--- config.mk ---
export PLATFORM = sky130hd
export DESIGN_NAME = icc_capture
export DESIGN_NICKNAME = d
export VERILOG_FILES = /design/src/logic/icc_pkg.sv /design/src/logic/icc_capture.sv
export VERILOG_INCLUDE_DIRS = /design/src /design/src/logic
export SDC_FILE = /design/constraint.sdc
export NUM_CORES = 1
export LEC_CHECK = 0
export BUFFER_PORTS_ARGS = -buffer_cell sky130_fd_sc_hd__buf_2
export CAP_MARGIN = 20
export CORE_MARGIN = 4
export CORE_UTILIZATION = 40
export DETAILED_ROUTE_END_ITERATION = 6
export GPL_ROUTABILITY_DRIVEN = 0
export HOLD_SLACK_MARGIN = 0.02
export PLACE_DENSITY = 0.59
export RECOVER_POWER = 100
export SYNTH_ARGS = -nofsm -noshare
export SYNTH_HDL_FRONTEND = slang
export SYNTH_SLANG_ARGS = --single-unit
--- constraint.sdc ---
create_clock -name core_clk_in -period 7.2 [get_ports core_clk_in]
set_input_delay 1.08 -clock core_clk_in [delete_from_list [all_inputs] [get_ports core_clk_in]]
set_output_delay 1.08 -clock core_clk_in [all_outputs]
set_load 0.01 [all_outputs]
--- src/logic/icc_defs.svh ---
`ifndef ICC_DEFS_SVH
`define ICC_DEFS_SVH
`define ICC_IDX_IOCTL_AB 12'h124
`define ICC_IDX_IOCTL_CD 12'h125
`define ICC_OFF_IOCTL_AB 12'h490
`define ICC_OFF_IOCTL_CD 12'h494
`define ICC_OFF_GEN_A 12'h000
`define ICC_OFF_GEN_B 12'h004
`define ICC_OFF_GEN_C 12'h008
`define ICC_OFF_GEN_D 12'h00C
`define ICC_OFF_COUNTER 12'h010
`define ICC_OFF_MODE 12'h014
`define ICC_OFF_STATUS 12'h018
`define ICC_RST_IOCTL_AB 8'h88
`define ICC_RST_IOCTL_CD 8'h88
`define ICC_RST_MODE 8'h00
`define ICC_BIT_AB_UNUSED 7
`define ICC_BIT_A_TRIG 3
`define ICC_BIT_A_MODE 2
`define ICC_BIT_B_MODE 6
`define ICC_BIT_START 0
`define ICC_BIT_BUF_C 1
`define ICC_BIT_BUF_D 2
`define ICC_BIT_IRQ 4
`endif

--- src/logic/icc_pkg.sv ---
package icc_pkg;
	typedef enum logic [1:0] {
		ICC_RISE,
		ICC_FALL,
		ICC_BOTH,
		ICC_RSVD
	} icc_edge_e;
endpackage : icc_pkg

--- src/logic/icc_capture.sv ---
`timescale 1ns/10ps
`include "icc_defs.svh"
module icc_capture #(
	parameter int CNT_W = 16
) (
	input wire logic core_clk_in,
	input wire logic sys_rst_in,
	input wire logic psel_in,
	input wire logic penable_in,
	input wire logic pwrite_in,
	input wire logic [11:0] paddr_in,
	input wire logic [31:0] pwdata_in,
	input wire logic [3:0] chan_pin_in,
	input wire logic lowspeed_osc_div_signal_in,
	output logic [31:0] prdata_out,
	output logic pready_out,
	output logic pslverr_out,
	output logic capture_irq_out
);
	// ----------------------------------------
	// State.
	// ----------------------------------------
	// All registers of the block live in this one struct.
	typedef struct packed {
		logic [1:0][3:0] pin_sync;
		logic osc_s1;
		logic osc_s2;
		logic [3:0] pin_prev;
		logic osc_prev;
		logic [7:0] capture_io_control_ab;
		logic [7:0] capture_io_control_cd;
		logic [7:0] timer_mode_reg;
		logic [CNT_W-1:0] up_counter;
		logic [3:0][CNT_W-1:0] general_reg;
		logic [4:0] event_flags;
		logic [31:0] prdata;
		logic pready;
		logic pslverr;
		logic irq;
	} icc_state_s;

	icc_state_s state;
	icc_state_s next_state;

	// ----------------------------------------
	// Edge decoding.
	// ----------------------------------------
	// The reserved code never reports an edge.
	function automatic logic edge_hit(input logic [1:0] sel, input logic cur,
		input logic prev);
		logic rise;
		logic fall;
		rise = cur & ~prev;
		fall = ~cur & prev;
		unique case (icc_pkg::icc_edge_e'(sel))
			icc_pkg::ICC_RISE: edge_hit = rise;
			icc_pkg::ICC_FALL: edge_hit = fall;
			icc_pkg::ICC_BOTH: edge_hit = rise | fall;
			icc_pkg::ICC_RSVD: edge_hit = 1'b0;
		endcase
	endfunction : edge_hit

	// ----------------------------------------
	// Next state.
	// ----------------------------------------
	always_comb begin
		logic [3:0] pin_now;
		logic [3:0] pin_old;
		logic [3:0] hit;
		logic buf_c;
		logic buf_d;
		logic wr;
		logic rd;
		logic ovf;
		logic [CNT_W:0] inc;
		next_state = state;
		pin_now = state.pin_sync[1];
		pin_old = state.pin_prev;
		hit = 4'h0;
		buf_c = state.timer_mode_reg[`ICC_BIT_BUF_C];
		buf_d = state.timer_mode_reg[`ICC_BIT_BUF_D];
		wr = psel_in & penable_in & pwrite_in & ~state.pready;
		rd = psel_in & penable_in & ~pwrite_in & ~state.pready;
		ovf = 1'b0;
		inc = {1'b0, state.up_counter} + {{CNT_W{1'b0}}, 1'b1};
		// ----------------------------------------
		// Synchronisers.
		// ----------------------------------------
		// Pins and oscillator pass two flip-flops before edge detection.
		next_state.pin_sync[0] = chan_pin_in;
		next_state.pin_sync[1] = state.pin_sync[0];
		next_state.osc_s1 = lowspeed_osc_div_signal_in;
		next_state.osc_s2 = state.osc_s1;
		next_state.pin_prev = pin_now;
		next_state.osc_prev = state.osc_s2;
		// ----------------------------------------
		// Counter.
		// ----------------------------------------
		// count or hold
		if (state.timer_mode_reg[`ICC_BIT_START]) begin
			next_state.up_counter = inc[CNT_W-1:0];
			ovf = inc[CNT_W];
		end
		// ----------------------------------------
		// Capture.
		// ----------------------------------------
		// channel A trigger source
		if (state.capture_io_control_ab[`ICC_BIT_A_MODE]) begin
			if (state.capture_io_control_ab[`ICC_BIT_A_TRIG])
				hit[0] = edge_hit(state.capture_io_control_ab[1:0],
					pin_now[0], pin_old[0]);
			else
				hit[0] = edge_hit(state.capture_io_control_ab[1:0],
					state.osc_s2, state.osc_prev);
		end
		hit[1] = state.capture_io_control_ab[`ICC_BIT_B_MODE] &
			edge_hit(state.capture_io_control_ab[5:4], pin_now[1], pin_old[1]);
		if (!buf_c)
			hit[2] = edge_hit(state.capture_io_control_cd[1:0],
				pin_now[2], pin_old[2]);
		if (!buf_d)
			hit[3] = edge_hit(state.capture_io_control_cd[5:4],
				pin_now[3], pin_old[3]);
		for (int i = 0; i < 4; i++) begin
			if (hit[i])
				next_state.general_reg[i] = state.up_counter;
		end
		// buffer transfer from A and B
		if (buf_c && hit[0])
			next_state.general_reg[2] = state.general_reg[0];
		if (buf_d && hit[1])
			next_state.general_reg[3] = state.general_reg[1];
		// ----------------------------------------
		// Register port.
		// ----------------------------------------
		// Every access is answered one cycle after its access phase starts.
		next_state.pready = psel_in & penable_in & ~state.pready;
		next_state.pslverr = 1'b0;
		next_state.prdata = 32'h0000_0000;
		if (wr) begin
			unique case (paddr_in)
				`ICC_OFF_IOCTL_AB: begin
					next_state.capture_io_control_ab = {1'b1, pwdata_in[6:0]};
				end
				`ICC_OFF_IOCTL_CD: next_state.capture_io_control_cd = pwdata_in[7:0];
				`ICC_OFF_MODE: next_state.timer_mode_reg = pwdata_in[7:0];
				`ICC_OFF_COUNTER: next_state.up_counter = pwdata_in[CNT_W-1:0];
				`ICC_OFF_STATUS: next_state.event_flags =
					state.event_flags & ~pwdata_in[4:0];
				`ICC_OFF_GEN_A: next_state.general_reg[0] = pwdata_in[CNT_W-1:0];
				`ICC_OFF_GEN_B: next_state.general_reg[1] = pwdata_in[CNT_W-1:0];
				`ICC_OFF_GEN_C: next_state.general_reg[2] = pwdata_in[CNT_W-1:0];
				`ICC_OFF_GEN_D: next_state.general_reg[3] = pwdata_in[CNT_W-1:0];
				default: next_state.pslverr = 1'b1;
			endcase
		end
		if (rd) begin
			unique case (paddr_in)
				`ICC_OFF_IOCTL_AB: next_state.prdata = {24'h00_0000,
					1'b1, state.capture_io_control_ab[6:0]};
				`ICC_OFF_IOCTL_CD: next_state.prdata = {24'h00_0000,
					state.capture_io_control_cd};
				`ICC_OFF_MODE: next_state.prdata = {24'h00_0000,
					state.timer_mode_reg};
				`ICC_OFF_COUNTER: next_state.prdata = 32'(state.up_counter);
				`ICC_OFF_STATUS: next_state.prdata = 32'(state.event_flags);
				`ICC_OFF_GEN_A: next_state.prdata = 32'(state.general_reg[0]);
				`ICC_OFF_GEN_B: next_state.prdata = 32'(state.general_reg[1]);
				`ICC_OFF_GEN_C: next_state.prdata = 32'(state.general_reg[2]);
				`ICC_OFF_GEN_D: next_state.prdata = 32'(state.general_reg[3]);
				default: next_state.pslverr = 1'b1;
			endcase
		end
		// ----------------------------------------
		// Events.
		// ----------------------------------------
		// A new event wins over a clear in the same cycle.
		// capture and overflow events
		next_state.event_flags = next_state.event_flags | {ovf, hit};
		next_state.irq = |next_state.event_flags;
	end

	// ----------------------------------------
	// State register.
	// ----------------------------------------
	always_ff @(posedge core_clk_in or posedge sys_rst_in) begin
		if (sys_rst_in) begin
			state <= '0;
			state.capture_io_control_ab <= `ICC_RST_IOCTL_AB;
			state.capture_io_control_cd <= `ICC_RST_IOCTL_CD;
			state.timer_mode_reg <= `ICC_RST_MODE;
		end else begin
			state <= next_state;
		end
	end

	// ----------------------------------------
	// Outputs.
	// ----------------------------------------
	// Every output comes straight from the state register.
	assign prdata_out = state.prdata;
	assign pready_out = state.pready;
	assign pslverr_out = state.pslverr;
	assign capture_irq_out = state.irq;
endmodule : icc_capture

==> impl_metrics.tcl <==
set metrics [dict create \
    outcome "complete, but fails checks" \
    violations "max-capacitance violations, max-slew violations" \
    hold_class "reg2reg" \
    cts_setup_buffers 0 \
    irDropWorstVdd_mv 0.124 \
    min_to "next_state[147]" \
    reg2reg_from "next_state[144]" \
    p_per_area_nw_per_um2 224 \
    antenna_found_initial 1 \
    initial_core_util 0.406 \
    relSlewSlack -1.03 \
    p_clk_frac 0.532 \
    rsz0062_at_grt "no" \
    internal_power_w 0.00149 \
    portBuffers 56 \
    post_drt_via_cell_ratio 5.58 \
    synth.most_common_cell "dfrtp_1" \
    fin_total_pwr_w 0.00189 \
    sequentialPowerShare 0.427 \
    start_kind "input pin" \
    whs_path_depth 0 \
    syn_avg_cell_area_um2 10.2 \
    synth-main-ff-cell "dfrtp_1" \
    synth-async-reset-ratio 1.00 \
    cts_buffer_depth 2 \
    synth_area_um2 7590 \
    cts_buffers 17 \
    synth_top_area_share 0.458 \
    cp_max_fo 32 \
    finClkSkew_ns 0.00744 \
    setup_ws_ns 2.31 \
    maxSlewViolCount 264 \
    cts.sinks 142 \
    drive_above_1_share 0.167 \
    dpl.cell_count 980 \
    clk_latency_ns 0.42 \
    fillers 1800 \
    worst_pin_slew_ns 3.03 \
    crit_type "in2reg" \
    period_needed_ns 4.89 \
    multiInputGateArea_um2 3570 \
    worstPathRequired_ns 7.43 \
    ys_types 54 \
    synthAdderAreaFrac 0.0181 \
    synth_xor_area_frac 0.0173 \
    wl_per_cell_um 19.7 \
    swShare 0.210 \
    regArea_um2 3560 \
    final_cell_count_no_fill 1013 \
    setup_viol 0 \
    antennaDiodeCount 0 \
    cts_resized 0 \
    finalCritPeriodShare 0.679 \
    synth_edf_count 0 \
    final.setup.tns_ns 0 \
    die_w_um 146 \
    post-dp-hpwl_um 12600 \
    drt-initial-drc-count 561 \
    drt-pass1-iter-count 5 \
    post-place-ws_ns 2.94 \
    reg2reg_to "capture_irq_out" \
    clockRootBuffer "clkbuf_16" \
    drv_cap 7 \
    rr_worst_depth 6 \
    syn2layout_area_growth_pct 11.4 \
    grt_overflow 0 \
    ant_nets 0 \
    grt_max_degree 77 \
    seq_area_frac_synth 0.469 \
    yosysWarnings 0 \
    cts_tree "yes" \
    synth_top_family_by_area "multiplexers" \
    p_sw_w 0.000398 \
    ctsHoldBuffers 0 \
    grt_usage 0.186 \
    grt_pass1_vias 5269 \
    leakagePower_nw 3.60 \
    synth_area_leader_cell "dfrtp_1" \
    synth_compound_area_frac 0.136 \
    grt_pass1_wl_um 31100 \
    dieArea_um2 21200 \
    synth_cells 748 \
    fp-row-count 50 \
    ys_ff_latch 142 \
    drt_wl_total_um 20000 \
    r2r_slack_ns 4.56 \
    io_pins 89 \
    crit_path_end_kind "flip-flop" \
    layout.nets 831 \
    ys_top_cells_by_area "dfrtp_1 46%, mux2i_1 9.5%, mux2_2 6.8%" \
    synth-simple-area-share 0.122 \
    num_vias 5655 \
    hold_violations 0 \
    htreeDepth 4 \
    core_area_um2 18700 \
    die_h_um 146 \
    hp-start "next_state[157]" \
    yosys-top-cells-count "139 x dfrtp_1, 72 x mux2i_1, 70 x nand2_1, 62 x a21oi_1, 61 x nor2_1" \
    combPwrFrac 0.040 \
    path_clk_slew_ns 0.06 \
    clock.fmax_mhz 205 \
    synth_mux_area_frac 0.166 \
    arrival_ns 5.12 \
    drc_errors 0 \
]
[power groups by stage]
stage,clock [W],combinational [W],sequential [W]
final,0.00101,0.0000759,0.000809
after global routing,0.00105,0.0000849,0.000809
after CTS,0.00102,0.0000782,0.000809
after detailed placement,0,0.0000778,0.000823
after global placement,0,0.0000780,0.000823
after floorplan,0,0.0000475,0.000822
[flip-flops by register name, indices dropped and copies added, names as in the netlist]
register         cells
pslverr_out          1
prdata_out          16
pready_out           1
capture_irq_out      1
state              113
next_state          10
[metrics by stage]
stage,hold WS (ns),cell area [um2],utilization
finish,0.346,8450,0.452
floorplan,0.331,7650,-
global placement,0.333,7850,0.420
global route,0.352,8450,0.452
detailed placement,0.335,7850,0.420
CTS,0.348,8520,0.456
[worst max-delay path by stage]
stage / to / depth (start not counted) / from
after global routing: state[65] / 3 / sys_rst_in
after detailed placement: state[104] / 5 / paddr_in[3]
after floorplan: capture_irq_out / 1 / sys_rst_in
final: state[50] / 6 / paddr_in[3]
after CTS: state[119] / 6 / paddr_in[3]
after global placement: state[118] / 6 / paddr_in[3]
[worst max-delay path, cell delays in order]
cell and delay, ns:
clkbuf_1 0.34, or4_1 0.64, nor3_1 1.42, nand2_1 1.21
nor2_1 0.32, a21oi_1 0.08
[layer usage]
layer | up-vias | GRT usage | routed length, um
met3 | 21 | 0.0358 | 1310
li1 | 2662 | - | -
met4 | 2 | 0.0537 | 272
met5 | - | 0 | 12
met2 | 206 | 0.278 | 8910
met1 | 2764 | 0.276 | 9490
[area by class of cell]
type	count	share of cell area
Clock inverter	10	0.0247
Inverter	16	0.00725
Sequential cell	142	0.421
Timing Repair Buffer	66	0.0354
Tap cell	234	0.0346
Multi-Input combinational cell	523	0.422
Clock buffer	22	0.0549
[placed cells by master (no fill, tap or decap), drive strengths merged, types with 4 or more instances in the layout]
master  netlist  final
xnor2         8      8
clkbuf       27     52
nand4         6      6
xor2          7      7
or4           6      6
bufinv        0      6
or2           4      4
o21ai        58     58
nor2         61     61
mux2i        72     72
a222oi       12     12
mux2         46     46
ha           11     11
a21oi        62     62
nor4          5      5
a22oi        24     24
inv          16     15
and3          4      4
dfrtp       139    139
conb          1     16
nand2        71     71
nor3          6      6
buf          55     36
nand3         9      9
a31oi         8      8
[cell families after synthesis]
logic type / after synthesis
mux: 119
buf+inv: 98
compound gates: 171
flops: 142
simple gates: 191
other cells: 1
fa+ha+maj: 11
xor+xnor: 15
(Power assumes the default switching activity.)
